**src/design/aacr_pkg.sv**
```systemverilog
// Purpose: Shared constants for the audio converter control register bank.
// Assumes: Byte-wide registers at byte addresses; level units are 1/8 dB.
// Notes:   Offsets, most field positions, reset values and the zero-cross timeout live here.
package aacr_pkg;
	// ==========================================================
	// Register offsets.
	localparam logic [7:0] ADDR_IDENT  = 8'h01; // Identification, read-only.
	localparam logic [7:0] ADDR_POWER  = 8'h02; // Power control.
	localparam logic [7:0] ADDR_CONV   = 8'h04; // Converter control.
	localparam logic [7:0] ADDR_CLKDIV = 8'h05; // Master clock divider.
	localparam logic [7:0] ADDR_GOUT   = 8'h06; // Gain-stage output control.
	localparam logic [7:0] ADDR_GAIN_B = 8'h07; // Channel B gain.
	localparam logic [7:0] ADDR_GAIN_A = 8'h08; // Channel A gain.
	localparam logic [7:0] ADDR_INPUT  = 8'h09; // Input and ramp control.

	// ==========================================================
	// Reset values; reserved bits hold their defaults.
	localparam logic [7:0] RST_POWER  = 8'h01;
	localparam logic [7:0] RST_CONV   = 8'h00;
	localparam logic [7:0] RST_CLKDIV = 8'h00;
	localparam logic [7:0] RST_GOUT   = 8'h40;
	localparam logic [7:0] RST_GAIN   = 8'h00;
	localparam logic [7:0] RST_INPUT  = 8'h19;

	// ==========================================================
	// Writable-bit masks; bits outside a mask keep their reset value.
	localparam logic [7:0] WM_POWER  = 8'h8d;
	localparam logic [7:0] WM_CONV   = 8'hd7;
	localparam logic [7:0] WM_CLKDIV = 8'h70;
	localparam logic [7:0] WM_GOUT   = 8'h40;
	localparam logic [7:0] WM_GAIN   = 8'h3f;
	localparam logic [7:0] WM_INPUT  = 8'h1f;

	// ==========================================================
	// Field positions.
	localparam int POS_FREEZE  = 7;
	localparam int POS_PD_MIC  = 3;
	localparam int POS_PD_CONV = 2;
	localparam int POS_PD_ALL  = 0;
	localparam int POS_SPEED   = 6;
	localparam int POS_FORMAT  = 4;
	localparam int POS_MUTE    = 2;
	localparam int POS_HPHOLD  = 1;
	localparam int POS_MASTER  = 0;
	localparam int POS_DIV     = 4;
	localparam int POS_GOUT_EN = 6;
	localparam int POS_SOFT    = 4;
	localparam int POS_ZERO    = 3;

	// ==========================================================
	// Level ramp: 1/8 dB units, 0.5 dB per gain LSB, mute floor.
	localparam int              LVL_W        = 8;
	localparam logic [LVL_W-1:0] MUTE_LEVEL  = 8'h80;
	localparam int              TIMEOUT_SAMP = 512; // Zero-cross timeout, sample periods.

	// ==========================================================
	// Level-change modes and clock divider codes.
	typedef enum logic [1:0] {
		AACR_IMMEDIATE = 2'b00,
		AACR_ZERO_ONLY = 2'b01,
		AACR_SOFT_ONLY = 2'b10,
		AACR_SOFT_ZERO = 2'b11
	} aacr_mode_t;
	localparam logic [2:0] DIV_1P5 = 3'h1;
endpackage

```
**src/design/aacr_chan_if.sv**
```systemverilog
// Purpose: Carries one channel's level-change request and applied level.
// Assumes: Single clock domain, mclk.
// Notes:   The top drives the request side; the channel drives the level.
`timescale 1ns/100ps
interface aacr_chan_if;
	logic                            frame_tick; // One pulse per sample period.
	logic                            zero_cross; // Signal crossed zero this sample.
	aacr_pkg::aacr_mode_t            mode;       // Level-change mode.
	logic signed [aacr_pkg::LVL_W-1:0] target;   // Requested level.
	logic signed [aacr_pkg::LVL_W-1:0] level;    // Applied level.
	modport ctl (output frame_tick, output zero_cross, output mode, output target, input level);
	modport chan (input frame_tick, input zero_cross, input mode, input target, output level);
endinterface

```
**src/design/aacr_level_chan.sv**
```systemverilog
// Purpose: Moves one channel's applied level toward its target.
// Assumes: frame_tick pulses once per sample period.
// Notes:   One instance per channel, so zero crossings are tracked apart.
`timescale 1ns/100ps
module aacr_level_chan #(
	parameter int TIMEOUT = aacr_pkg::TIMEOUT_SAMP
) (
	input  wire logic mclk,
	input  wire logic reset_n,
	aacr_chan_if.chan ch
);
	// ==========================================================
	// State.
	logic signed [aacr_pkg::LVL_W-1:0] level_ff;   // Applied level.
	logic [9:0]                        to_cnt_ff;  // Samples waited for a crossing.
	logic                              moving;     // Target differs from level.
	logic                              event_ok;   // Crossing seen or timeout hit.
	logic signed [aacr_pkg::LVL_W-1:0] step_level; // Level one 1/8 dB nearer target.

	assign ch.level   = level_ff;
	assign moving     = (level_ff != ch.target);
	assign event_ok   = ch.zero_cross || (ch.frame_tick && to_cnt_ff == 10'(TIMEOUT - 1));
	assign step_level = (level_ff < ch.target) ? level_ff + 8'sd1 : level_ff - 8'sd1;

	// ==========================================================
	// Timeout counter counts samples while a change waits on a crossing.
	always_ff @(posedge mclk or negedge reset_n) begin
		if (!reset_n) begin
			to_cnt_ff <= 10'h000;
		end else if (!moving || event_ok) begin
			to_cnt_ff <= 10'h000;
		end else if (ch.frame_tick) begin
			to_cnt_ff <= to_cnt_ff + 10'h001;
		end
	end

	// ==========================================================
	// Level update by mode.
	always_ff @(posedge mclk or negedge reset_n) begin
		if (!reset_n) begin
			level_ff <= '0;
		end else if (moving) begin
			unique case (ch.mode)
				aacr_pkg::AACR_IMMEDIATE: begin
					level_ff <= ch.target;
				end
				aacr_pkg::AACR_SOFT_ONLY: begin
					// One 1/8 dB step per frame gives 1 dB per 8 frames.
					if (ch.frame_tick) begin
						level_ff <= step_level;
					end
				end
				aacr_pkg::AACR_ZERO_ONLY: begin
					if (event_ok) begin
						level_ff <= ch.target;
					end
				end
				aacr_pkg::AACR_SOFT_ZERO: begin
					if (event_ok) begin
						level_ff <= step_level;
					end
				end
			endcase
		end
	end

	// ==========================================================
	// Checks.
	imm_apply_a: assert property (@(posedge mclk) disable iff (!reset_n)
		(ch.mode == aacr_pkg::AACR_IMMEDIATE && moving && $stable(ch.mode) ) |=> (level_ff == $past(ch.target)))
		else $error("Immediate mode did not apply target.");
	soft_step_a: assert property (@(posedge mclk) disable iff (!reset_n)
		(ch.mode == aacr_pkg::AACR_SOFT_ONLY && !ch.frame_tick) |=> $stable(level_ff))
		else $error("Soft ramp moved without a frame tick.");
	zero_wait_a: assert property (@(posedge mclk) disable iff (!reset_n)
		(ch.mode == aacr_pkg::AACR_ZERO_ONLY && !event_ok) |=> $stable(level_ff))
		else $error("Zero-cross change applied without crossing or timeout.");
endmodule

```
**src/design/aacr_top.sv**
```systemverilog
// Purpose: Control register bank of a stereo audio converter.
// Assumes: Control port strobes and frame/zero-cross inputs are synchronous to mclk.
// Notes:   Writes land on the edge after the strobe; reads answer one cycle later.
//
// How it works
// - Identification register read-only, part and revision.
// - Freeze stores writes, applies all on clear.
// - Freezable fields: mute and both gains.
// - Mic power-down bit holds preamp low-power.
// - Converter power-down bit drives its output only; channel levels keep running.
// - Global power-down resets set; host clears it.
// - Power-down leaves all register contents intact.
// - Speed field picks single, double, quad speed.
// - Format bit: left-justified zero, I2S one.
// - Mute bit mutes both serial output channels.
// - Highpass hold freezes and keeps offset subtraction.
// - Bit zero picks serial master or slave.
// - Divider field divides master clock 1-4.
// - Six-bit two's complement gains, half dB.
// - Soft ramp steps 1/8 dB per frame.
// - Zero-cross applies change at crossing or timeout.
// - Each channel tracks zero crossings separately.
// - Soft plus zero-cross: each step waits crossing.
// - Mode field; immediate when clear, both default.
// - Three-bit input select picks gain-stage source.
`timescale 1ns/100ps
module aacr_top #(
	parameter logic [3:0] PART_ID  = 4'h7, // Arbitrary value.
	parameter logic [3:0] REVISION = 4'h3, // Arbitrary value.
	parameter int         TIMEOUT  = aacr_pkg::TIMEOUT_SAMP
) (
	input  wire  logic                          mclk,
	input  wire  logic                          reset_n,
	input  wire  logic [7:0]                    reg_addr,
	input  wire  logic                          reg_wr,
	input  wire  logic [7:0]                    reg_wdata,
	input  wire  logic                          reg_rd,
	output logic [7:0]                          reg_rdata,
	input  wire  logic                          frame_clock_tick,
	input  wire  logic                          zero_cross_a,
	input  wire  logic                          zero_cross_b,
	output logic                                global_power_down,
	output logic                                mic_preamp_power_down,
	output logic                                converter_power_down,
	output logic [1:0]                          speed_mode_field,
	output logic                                serial_format_select,
	output logic                                serial_sample_mute,
	output logic                                highpass_hold,
	output logic                                serial_master,
	output logic                                divided_clock_en,
	output logic                                gain_stage_output_enable,
	output logic [2:0]                          input_source_select,
	output logic signed [aacr_pkg::LVL_W-1:0]   level_a,
	output logic signed [aacr_pkg::LVL_W-1:0]   level_b
);
	// ==========================================================
	// Stored registers, as software sees them, and the read answer.
	logic [7:0] power_ff;      // Power control.
	logic [7:0] conv_ff;       // Converter control.
	logic [7:0] clkdiv_ff;     // Master clock divider.
	logic [7:0] gout_ff;       // Gain-stage output control.
	logic [7:0] gain_b_ff;     // Channel B gain.
	logic [7:0] gain_a_ff;     // Channel A gain.
	logic [7:0] input_ff;      // Input and ramp control.
	logic [7:0] rdata_ff;      // Registered read answer.

	// Applied copies of the freezable fields.
	logic       eff_mute_ff;   // Mute in force.
	logic [5:0] eff_gain_a_ff; // Channel A gain in force.
	logic [5:0] eff_gain_b_ff; // Channel B gain in force.

	// Divider state.
	logic [1:0] div_cnt_ff;    // Position within the divide period.
	logic       div_en_ff;     // Enable pulse at the divided rate.

	aacr_chan_if ch_a ();
	aacr_chan_if ch_b ();

	// ==========================================================
	// Masked write: reserved bits keep their default value.
	function automatic logic [7:0] masked(input logic [7:0] wd, input logic [7:0] wm, input logic [7:0] rst);
		masked = (wd & wm) | (rst & ~wm);
	endfunction

	// Last count of the divide period, one less than its length in master clock cycles; reserved codes fall back to a period of one.
	function automatic logic [1:0] div_last(input logic [2:0] code);
		unique case (code)
			3'h0:    div_last = 2'h0;
			3'h1:    div_last = 2'h2;
			3'h2:    div_last = 2'h1;
			3'h3:    div_last = 2'h2;
			3'h4:    div_last = 2'h3;
			default: div_last = 2'h0;
		endcase
	endfunction

	// Gain code to level in 1/8 dB units: four units per half dB.
	function automatic logic signed [aacr_pkg::LVL_W-1:0] gain_level(input logic [5:0] g);
		gain_level = {g, 2'b00};
	endfunction

	// ==========================================================
	// Register writes. Power-down touches none of these, so settings survive it.
	always_ff @(posedge mclk or negedge reset_n) begin
		if (!reset_n) begin
			power_ff  <= aacr_pkg::RST_POWER;
			conv_ff   <= aacr_pkg::RST_CONV;
			clkdiv_ff <= aacr_pkg::RST_CLKDIV;
			gout_ff   <= aacr_pkg::RST_GOUT;
			gain_b_ff <= aacr_pkg::RST_GAIN;
			gain_a_ff <= aacr_pkg::RST_GAIN;
			input_ff  <= aacr_pkg::RST_INPUT;
		end else if (reg_wr) begin
			// Each case writes only through its mask.
			unique case (reg_addr)
				aacr_pkg::ADDR_POWER: begin
					power_ff <= masked(reg_wdata, aacr_pkg::WM_POWER, aacr_pkg::RST_POWER);
				end
				aacr_pkg::ADDR_CONV: begin
					conv_ff <= masked(reg_wdata, aacr_pkg::WM_CONV, aacr_pkg::RST_CONV);
				end
				aacr_pkg::ADDR_CLKDIV: begin
					clkdiv_ff <= masked(reg_wdata, aacr_pkg::WM_CLKDIV, aacr_pkg::RST_CLKDIV);
				end
				aacr_pkg::ADDR_GOUT: begin
					gout_ff <= masked(reg_wdata, aacr_pkg::WM_GOUT, aacr_pkg::RST_GOUT);
				end
				aacr_pkg::ADDR_GAIN_B: begin
					gain_b_ff <= masked(reg_wdata, aacr_pkg::WM_GAIN, aacr_pkg::RST_GAIN);
				end
				aacr_pkg::ADDR_GAIN_A: begin
					gain_a_ff <= masked(reg_wdata, aacr_pkg::WM_GAIN, aacr_pkg::RST_GAIN);
				end
				aacr_pkg::ADDR_INPUT: begin
					input_ff <= masked(reg_wdata, aacr_pkg::WM_INPUT, aacr_pkg::RST_INPUT);
				end
				default: begin
					// Identification and unmapped addresses ignore writes.
				end
			endcase
		end
	end

	// ==========================================================
	// Read answer, registered; unmapped addresses read zero.
	always_ff @(posedge mclk or negedge reset_n) begin
		if (!reset_n) begin
			rdata_ff <= 8'h00;
		end else if (reg_rd) begin
			unique case (reg_addr)
				aacr_pkg::ADDR_IDENT:  rdata_ff <= {PART_ID, REVISION};
				aacr_pkg::ADDR_POWER:  rdata_ff <= power_ff;
				aacr_pkg::ADDR_CONV:   rdata_ff <= conv_ff;
				aacr_pkg::ADDR_CLKDIV: rdata_ff <= clkdiv_ff;
				aacr_pkg::ADDR_GOUT:   rdata_ff <= gout_ff;
				aacr_pkg::ADDR_GAIN_B: rdata_ff <= gain_b_ff;
				aacr_pkg::ADDR_GAIN_A: rdata_ff <= gain_a_ff;
				aacr_pkg::ADDR_INPUT:  rdata_ff <= input_ff;
				default:               rdata_ff <= 8'h00;
			endcase
		end
	end

	// ==========================================================
	// Freeze: applied copies follow the stored ones only while freeze is clear,
	// so all pending changes land on the same edge.
	always_ff @(posedge mclk or negedge reset_n) begin
		if (!reset_n) begin
			eff_mute_ff   <= 1'b0;
			eff_gain_a_ff <= 6'h00;
			eff_gain_b_ff <= 6'h00;
		end else if (!power_ff[aacr_pkg::POS_FREEZE]) begin
			eff_mute_ff   <= conv_ff[aacr_pkg::POS_MUTE];
			eff_gain_a_ff <= gain_a_ff[5:0];
			eff_gain_b_ff <= gain_b_ff[5:0];
		end
	end

	// ==========================================================
	// Master clock divider. The 1.5 setting gives two pulses per three cycles.
	always_ff @(posedge mclk or negedge reset_n) begin
		if (!reset_n) begin
			div_cnt_ff <= 2'h0;
			div_en_ff  <= 1'b0;
		end else begin
			if (div_cnt_ff >= div_last(clkdiv_ff[aacr_pkg::POS_DIV +: 3])) begin
				div_cnt_ff <= 2'h0;
			end else begin
				div_cnt_ff <= div_cnt_ff + 2'h1;
			end
			if (clkdiv_ff[aacr_pkg::POS_DIV +: 3] == aacr_pkg::DIV_1P5) begin
				div_en_ff <= (div_cnt_ff != 2'h2);
			end else begin
				div_en_ff <= (div_cnt_ff == 2'h0);
			end
		end
	end

	// ==========================================================
	// Per-channel level logic; each sees only its own zero crossings.
	assign ch_a.frame_tick = frame_clock_tick;
	assign ch_b.frame_tick = frame_clock_tick;
	assign ch_a.zero_cross = zero_cross_a;
	assign ch_b.zero_cross = zero_cross_b;
	assign ch_a.mode       = aacr_pkg::aacr_mode_t'(input_ff[aacr_pkg::POS_ZERO +: 2]);
	assign ch_b.mode       = aacr_pkg::aacr_mode_t'(input_ff[aacr_pkg::POS_ZERO +: 2]);
	// Mute ramps to the floor the same way a gain change does.
	assign ch_a.target     = eff_mute_ff ? aacr_pkg::MUTE_LEVEL : gain_level(eff_gain_a_ff);
	assign ch_b.target     = eff_mute_ff ? aacr_pkg::MUTE_LEVEL : gain_level(eff_gain_b_ff);

	aacr_level_chan #(.TIMEOUT(TIMEOUT)) u_chan_a (
		.mclk    (mclk),
		.reset_n (reset_n),
		.ch      (ch_a.chan)
	);
	aacr_level_chan #(.TIMEOUT(TIMEOUT)) u_chan_b (
		.mclk    (mclk),
		.reset_n (reset_n),
		.ch      (ch_b.chan)
	);

	// ==========================================================
	// Outputs, each a slice of a flip-flop.
	assign reg_rdata                = rdata_ff;
	assign global_power_down        = power_ff[aacr_pkg::POS_PD_ALL];
	assign mic_preamp_power_down    = power_ff[aacr_pkg::POS_PD_MIC];
	assign converter_power_down     = power_ff[aacr_pkg::POS_PD_CONV];
	assign speed_mode_field         = conv_ff[aacr_pkg::POS_SPEED +: 2];
	assign serial_format_select     = conv_ff[aacr_pkg::POS_FORMAT];
	assign serial_sample_mute       = eff_mute_ff;
	assign highpass_hold            = conv_ff[aacr_pkg::POS_HPHOLD];
	assign serial_master            = conv_ff[aacr_pkg::POS_MASTER];
	assign divided_clock_en         = div_en_ff;
	assign gain_stage_output_enable = gout_ff[aacr_pkg::POS_GOUT_EN];
	assign input_source_select      = input_ff[2:0];
	assign level_a                  = ch_a.level;
	assign level_b                  = ch_b.level;

	// ==========================================================
	// Checks.
	ident_read_a: assert property (@(posedge mclk) disable iff (!reset_n)
		(reg_rd && reg_addr == aacr_pkg::ADDR_IDENT) |=> (reg_rdata == {PART_ID, REVISION}))
		else $error("Identification read wrong.");
	freeze_hold_a: assert property (@(posedge mclk) disable iff (!reset_n)
		(power_ff[aacr_pkg::POS_FREEZE] && $past(power_ff[aacr_pkg::POS_FREEZE])) |-> $stable(eff_gain_a_ff))
		else $error("Gain changed while frozen.");
	freeze_release_a: assert property (@(posedge mclk) disable iff (!reset_n)
		$fell(power_ff[aacr_pkg::POS_FREEZE]) |=> (eff_gain_b_ff == $past(gain_b_ff[5:0])
			&& eff_mute_ff == $past(conv_ff[aacr_pkg::POS_MUTE])))
		else $error("Pending values not applied on release.");
	pd_write_a: assert property (@(posedge mclk) disable iff (!reset_n)
		(reg_wr && reg_addr == aacr_pkg::ADDR_POWER) |=> (mic_preamp_power_down == $past(reg_wdata[3])
			&& converter_power_down == $past(reg_wdata[2])))
		else $error("Power-down bits not taken.");
	pd_keep_a: assert property (@(posedge mclk) disable iff (!reset_n)
		$rose(global_power_down) |-> $stable(conv_ff) && $stable(gain_a_ff))
		else $error("Settings lost on power-down.");
	reserved_read_a: assert property (@(posedge mclk) disable iff (!reset_n)
		(reg_rd && reg_addr == aacr_pkg::ADDR_GOUT) |=> (reg_rdata[5:0] == 6'h00 && !reg_rdata[7]))
		else $error("Reserved bits read nonzero.");
	div_two_a: assert property (@(posedge mclk) disable iff (!reset_n)
		(clkdiv_ff[6:4] == 3'h2 && $stable(clkdiv_ff) && divided_clock_en) |=> !divided_clock_en)
		else $error("Divide by two pulsed twice in a row.");
	mute_path_a: assert property (@(posedge mclk) disable iff (!reset_n)
		(!power_ff[aacr_pkg::POS_FREEZE] && conv_ff[aacr_pkg::POS_MUTE]) |=> serial_sample_mute)
		else $error("Mute not applied.");
endmodule

```
**config.mk**
```make
export PLATFORM = sky130hd
export DESIGN_NAME = aacr_top
export DESIGN_NICKNAME = d
export VERILOG_FILES = /design/src/design/aacr_pkg.sv /design/src/design/aacr_chan_if.sv /design/src/design/aacr_level_chan.sv /design/src/design/aacr_top.sv
export SDC_FILE = /design/constraint.sdc
export NUM_CORES = 1
export LEC_CHECK = 0
export BUFFER_PORTS_ARGS = -buffer_cell sky130_fd_sc_hd__buf_2
export CELL_PAD_IN_SITES_DETAIL_PLACEMENT = 1
export CELL_PAD_IN_SITES_GLOBAL_PLACEMENT = 2
export CORE_MARGIN = 4
export CORE_UTILIZATION = 34
export CTS_CLUSTER_SIZE = 24
export DETAILED_ROUTE_END_ITERATION = 8
export PLACE_DENSITY_LB_ADDON = 0.1
export SLEW_MARGIN = 15
export SYNTH_ARGS = -nofsm -noshare
export SYNTH_HDL_FRONTEND = slang
export SYNTH_SLANG_ARGS = --single-unit
```
**constraint.sdc**
```tcl
create_clock -name mclk -period 3.1 [get_ports mclk]
set_input_delay 0.62 -clock mclk [delete_from_list [all_inputs] [get_ports mclk]]
set_output_delay 0.62 -clock mclk [all_outputs]
set_load 0.01 [all_outputs]
```
==> results.txt, run 1 <==
simple-gate share of the synthesized area -> 18.5%
die width -> 130 microns
Synthesized Nets -> 527
Area Overhead vs Synth -> 16.2%
CP Class -> reg -> reg
first-pass iteration count of the detailed router -> 4
outcome -> finished clean
dominant cell type by area after synthesis -> dfrtp_1
Final GP Congestion -> 0.782
number of synthesized flops with an enable pin -> 0
Die Y -> 130 microns
Clock power frac -> 27.3%
compound-cell area share of the yosys netlist -> 9.34%
WP data arrival -> 3.03 ns
std cell rows -> 44
Synth Area in XOR/XNOR -> 3.81%
synth unique cells -> 55
slew at the pin closest to its max-slew limit -> 0.724 ns
Max clock buf depth -> 2
max-slew violations -> 0
adder-cell share of the synthesized area -> 4.46%
drt drc -> 0
P_leak -> 2.81 nW
post-route ant nets -> 0
die area -> 16,900 sq um
# setup viols final -> 0
asr flop ratio synth -> 100%
largest family of logic cells by synthesized area -> simple AND/OR/NAND/NOR gates
drt initial violations -> 153
power per standard cell area -> 672 nW/um^2
Overall Global Routing Usage -> 16.2%
Tcrit/Tclk final -> 90.0%
# fillers -> 1,666
post-route minimum period -> 2.79 ns
Critical Path RT -> 3.34 ns
Worst IR Drop VDD -> 309 uV
total negative setup slack -> 0 ns
IO buf count -> 60
Diodes inserted -> 0
initial antenna violation count -> 0
largest net degree at the start of global routing -> 55
TritonCTS clock tree -> done
drt via density -> 5.29
power share of the combinational group -> 35.9%
first-pass GRT wire length -> 21,500 microns
TritonCTS sink count -> 91
clock skew -> 0.00544 ns
# H-tree levels -> 3
detailed-route wire length per cell -> 17.6 microns
Crit Path Max Fanout -> 14
RSZ-0062 raised after global routing -> no
I/O pin count -> 61
Hold Vio Cnt, Final -> 0
post-synthesis mux area share -> 14.8%
MaxCap Viol Count -> 0
final hold slack -> 0.323 ns
Ys Warns -> 0
Post-CTS Setup Inserts -> 0
final WL -> 13,000 microns
sequential power share -> 36.8%
total power -> 0.00395 W
Internal -> 0.00256 W
Clock Latency Late Sink -> 0.34 ns
Slew headroom -> 51.7%
switching power -> 0.00139 W
DP HPWL -> 9820 microns
sequential area share after synthesis -> 45.2%
post-route cell area -> 5870 sq um
Startpoint Class -> flop
dpl cell area -> 5580 sq um
flops & latches, synth -> 91
Core Region -> 14,500 sq um
Cell Area, Synth -> 5050 sq um
vias -> 3,897
Final #Nets -> 588
CP endpoint kind -> flop
Synth area leaders -> dfrtp_1 (43%), mux2_2 (10%), ha_1 (4.5%)
total gr overflow -> 0
syn avg cell area -> 10.4 sq um
top-area cell type share of the netlist area -> 42.6%
cts bufs inserted -> 9
Initial Util -> 34.8%
vias in the first global route -> 4,177
Hold Crit Class -> in -> async
CTS Root Cell -> clkbuf_16
predominant post-synthesis flop cell -> dfrtp_1
Worst-path clk slew -> 0.07 ns
layout cell share with drive strength beyond 1 -> 27.4%
switching part of the total -> 35.2%
f_max -> 358 MHz
Syn Inst Count -> 486
worst paths after layout:
check	from	slack [ns]	end	cells past startpoint
max	serial_sample_mute	0.31	u_chan_a.ch.level[4]	11
min	reset_n	0.32	u_chan_b.ch.level[3]	1
max reg2reg	serial_sample_mute	0.31	u_chan_a.ch.level[4]	11
min reg2reg	eff_gain_a_ff[0]	0.50	eff_gain_a_ff[0]	1
max in group asynchronous	reset_n	1.99	gout_ff[6]	2
min in group mclk	eff_gain_a_ff[0]	0.50	eff_gain_a_ff[0]	1
synthesized netlist by cell type (2+ instances only):
cell type	n
a211o_1	4
a21o_1	2
a21oi_1	12
a221o_1	3
a221oi_1	12
a31oi_1	2
and2_1	3
and3_1	7
and4_1	5
and4b_1	2
buf_1	2
buf_4	5
clkbuf_1	17
dfrtp_1	86
dfstp_2	5
ha_1	18
inv_1	19
mux2_2	47
mux2i_1	22
nand2_1	34
nand2b_1	15
nand3_1	15
nand3b_1	5
nand4_1	9
nor2_1	49
nor2b_1	6
nor3_1	11
nor3b_1	3
nor4b_1	3
o21ai_0	5
o22ai_1	11
o2bb2ai_1	2
or3_1	2
or4_1	2
xnor2_1	10
xor2_1	12
state kept, by name (all words and copies together) (netlist names), 2 cells and up:
signal              count
clkdiv_ff               3
conv_ff                 6
div_cnt_ff              2
eff_gain_a_ff           6
eff_gain_b_ff           6
gain_a_ff               6
gain_b_ff               6
input_ff                5
power_ff                4
reg_rdata               8
u_chan_a.ch.level       8
u_chan_a.to_cnt_ff     10
u_chan_b.ch.level       8
u_chan_b.to_cnt_ff     10
critical path, stage by stage (launching register included):
cell and delay (ns):
dfrtp_2 0.48, nand2b_1 0.20, ha_1 0.31, a21oi_1 0.07
nor3b_1 0.24, nor3_2 0.10, xnor2_1 0.13, ha_1 0.25
or4_1 0.40, mux2i_1 0.16, mux2i_1 0.09, a221oi_1 0.24
per-stage QoR:
step,util [%],cells,setup WS (ns)
final,40.4,736,0.310
after global routing,40.4,736,0.0704
after CTS,40.4,736,0.183
after detailed placement,38.4,720,0.192
after global placement,38.4,720,0.311
after floorplan,-,486,0.0414
cells by family (layout without fill, tap and decap cells):
group                      count (synthesis)  after routing
DFF                                       91             91
xor gates and xnor gates                  22             22
AOI/OAI and AO/OA                         64             64
muxes                                     69             69
buffers and inverters                     45            111
adders and majority gates                 18             18
and+or+nand+nor                          177            177
power by group through the flow:
stage | clock, W | sequential, W | combinational [W]
after CTS | 0.00112 | 0.00146 | 0.00145
after floorplan | 0 | 0.00145 | 0.000982
after detailed placement | 0 | 0.00148 | 0.00144
after global routing | 0.00117 | 0.00148 | 0.00160
final | 0.00108 | 0.00145 | 0.00142
after global placement | 0 | 0.00148 | 0.00142
repair_timing:
action	in CTS	in global routing
hold buffers	0	0
gates resized for setup	0	2
endpoints found under the setup margin	0	3
placed cells by master (no fill, tap or decap), drive strengths merged, types with 2 or more instances in the layout:
master,Yosys,final
inv,19,19
dfstp,5,5
o2bb2ai,2,2
nor2b,6,6
a221oi,12,12
xor2,12,12
clkbuf,17,13
mux2i,22,22
a21oi,12,12
o22ai,11,11
buf,9,76
nand3,15,15
xnor2,10,10
mux2,47,47
clkinv,0,2
nand4,9,9
nand2b,15,15
a31oi,2,2
and4,5,5
nor3b,3,3
dfrtp,86,86
and2,3,3
nor3,12,12
nor2,49,49
or3,2,2
nor4b,3,3
a21o,2,2
nand3b,5,5
o21ai,5,5
and4b,2,2
a221o,3,3
or4,3,3
ha,18,18
and3,7,7
nor4,2,2
a211o,4,4
nand2,35,35
cell type report:
type                       count  area (sq um)  area share [%]
inverter                      19          71.3            1.21
tap                          184           230            3.92
multi-input combinational    350          2570            43.8
sequential                    91          2280            38.9
clock inverter                 3          21.3           0.362
clock buffer                  13           270            4.60
timing repair buffer          76           423            7.20
per-layer routing:
layer	part of all wire [%]	global-route usage (%)	vias to the layer above
met5	0	0	-
met4	1.4	5.32	0
met3	2.8	2.50	14
met2	49	26.9	56
met1	47	21.7	1946
li1	-	-	1881
Note: power is estimated with default switching activity, not from simulation.
==> run 2, diff against run 1 <==
- clock period: 3.1 -> 2.5 ns (I/O delays scaled with it)
==> run 2 against run 1 <==
The flow now finishes with violations (negative setup slack). Flip-flop and latch count unchanged. Final area increased by 12%. Register-to-register slack got worse by 0.45 ns. First-iteration DRC count decreased by 14%. Utilization increased by 4.8 points. Clock skew decreased by 0.0010 ns. Sequential share of layout area decreased by 4.1 points. Wire length increased by 7.0%. Clock power increased by 36%. Power increased by 48%. Critical path type unchanged. Critical endpoint unchanged. Largest power group is now combinational cells.
==> results.txt, run 2 (synthesis results as in run 1) <==
post-route minimum period -> 2.64 ns (-0.153 ns)
Hold Crit Class -> in -> async
layout cell share with drive strength beyond 1 -> 39.2% (+12 points)
RSZ-0062 raised after global routing -> yes
Seq. cell area -> 2280 sq um (unchanged)
post-route ant nets -> 0 (unchanged)
Reg2Reg Depth -> 11 (unchanged)
f_max -> 379 MHz (+5.8%)
# fillers -> 1,641 (-1.5%)
Tcrit/Tclk final -> 105% (+15 points)
Multi-input gate area -> 2910 sq um (+13%)
slew at the pin closest to its max-slew limit -> 0.750 ns (+0.0258 ns)
CTS Root Cell -> clkbuf_16
Area Overhead vs Synth -> 30.0%
setup ws final -> -0.136 ns (-0.447 ns)
drt via density -> 5.31 (+0.32%)
first-pass iteration count of the detailed router -> 4 (unchanged)
Core Region -> 14,500 sq um (unchanged)
cts bufs inserted -> 9 (unchanged)
std cell rows -> 44 (unchanged)
Clock Latency Late Sink -> 0.34 ns (about the same)
die area -> 16,900 sq um (unchanged)
final WL -> 13,900 microns (+7.0%)
Max clock buf depth -> 2 (unchanged)
failing checks -> negative setup slack
detailed-route wire length per cell -> 18.0 microns (+1.8%)
highest-count cells in the layout ignoring fill and taps -> dfrtp_1 (85), buf_2 (59), mux2_2 (47), nor2_1 (46), buf_4 (46)
P_leak -> 3.09 nW (+10%)
IO buf count -> 60 (unchanged)
first-pass GRT wire length -> 23,300 microns (+8.5%)
Critical Path RT -> 2.74 ns (-0.60 ns)
CP Class -> reg -> reg
Worst-path clk slew -> 0.07 ns (about the same)
TritonCTS sink count -> 91 (unchanged)
die width -> 130 microns (unchanged)
drt drc -> 0 (unchanged)
CP endpoint kind -> flop
largest net degree at the start of global routing -> 53 (-3.6%)
# H-tree levels -> 3 (unchanged)
max-slew violations -> 0 (unchanged)
fin util -> 45.2% (+4.8 points)
Regs by FF count -> u_chan_a.to_cnt_ff (10), u_chan_b.to_cnt_ff (10)
Final #Nets -> 625 (+6.3%)
TritonCTS clock tree -> done
vias -> 4,106 (+5.4%)
Startpoint Class -> flop
Diodes inserted -> 0 (unchanged)
Overall Global Routing Usage -> 17.5% (+1.3 points)
initial antenna violation count -> 0 (unchanged)
total gr overflow -> 0 (unchanged)
total power -> 0.00584 W (+48%)
power per standard cell area -> 890 nW/um^2 (+32%)
Hold Vio Cnt, Final -> 0 (unchanged)
Crit Path Max Fanout -> 8 (-6)
vias in the first global route -> 4,435 (+6.2%)
MaxCap Viol Count -> 0 (unchanged)
WP data arrival -> 2.87 ns (-0.16 ns)
Final GP Congestion -> 0.798 (+2.0%)
Worst IR Drop VDD -> 323 uV (+4.7%)
Slew headroom -> 50.0% (-1.7 points)
I/O pin count -> 61 (unchanged)
clock skew -> 0.00439 ns (-0.00105 ns)
commonest non-fill, non-tap cell in the layout -> dfrtp_1
outcome -> finished, violations left
Initial Util -> 34.8% (unchanged)
Die Y -> 130 microns (unchanged)
drt initial violations -> 132 (-14%)
# setup viols final -> 5 (+5)
DP HPWL -> 10,400 microns (+5.7%)
run 2: cell type report:
cell class              instances  share of cell area [%]
clock buffers                  10                    3.49
inverters                      19                    1.09
flip-flops and latches         91                    34.8
well taps                     184                    3.51
multi-input cells             350                    44.3
clock inverters                 6                    1.37
repair buffers                113                    11.5
run 2: where the power goes:
part / internal [W] / switching (W) / total, W
combinational: 0.00132 / 0.00131 / 0.00263
sequential: 0.00161 / 0.000137 / 0.00175
clock: 0.000879 / 0.000591 / 0.00147
total: 0.00380 / 0.00204 / 0.00584
run 2: stage by stage:
step	setup slack, ns	TNS [ns]	hold WS, ns	instance area (sq um)	instances
after floorplan	-0.300	-0.543	0.204	5180	486
after global placement	-0.120	-0.506	0.489	5970	752
after detailed placement	-0.231	-1.69	0.495	5970	752
after CTS	-0.170	-0.523	0.241	6490	773
after global routing	-0.332	-1.62	0.261	6570	773
final	-0.136	-0.416	0.204	6570	773
run 2: worst max-delay path, cell delays in order, from the launching register on:
cell	delay (ns)
dfrtp_2	0.46
nand2b_4	0.18
ha_4	0.26
nand4_1	0.13
a21oi_2	0.19
nor3_4	0.06
xnor2_2	0.13
ha_2	0.18
or4_1	0.40
mux2i_1	0.19
mux2i_1	0.10
a221oi_1	0.24
run 2: repair_timing:
item / CTS / global route
endpoints found under the setup margin: 11 / 12
setup buffers: 5 / 3
gates cloned: 0 / 0
resized for setup: 28 / 15
pin swaps: 17 / 8
hold buffers: 0 / 0
endpoints found under the hold margin: 0 / 0
run 2: routing by layer:
layer,vias to the layer above,track usage (%),wire [microns]
met4,0,4.95,177
met5,-,0,0
met2,67,28.7,6540
li1,1954,-,-
met1,2073,24.1,6710
met3,12,2.78,450
run 2: worst paths after layout:
check                                   start              endpoint  slack, ns
min in group mclk                reg_wdata[7]            conv_ff[7]       0.41
setup reg to reg           serial_sample_mute  u_chan_a.ch.level[4]      -0.14
hold / removal                        reset_n  u_chan_b.ch.level[4]       0.20
hold reg to reg                 div_cnt_ff[1]      divided_clock_en       0.51
max in group asynchronous             reset_n  u_chan_b.ch.level[6]       1.63
setup / recovery           serial_sample_mute  u_chan_a.ch.level[4]      -0.14
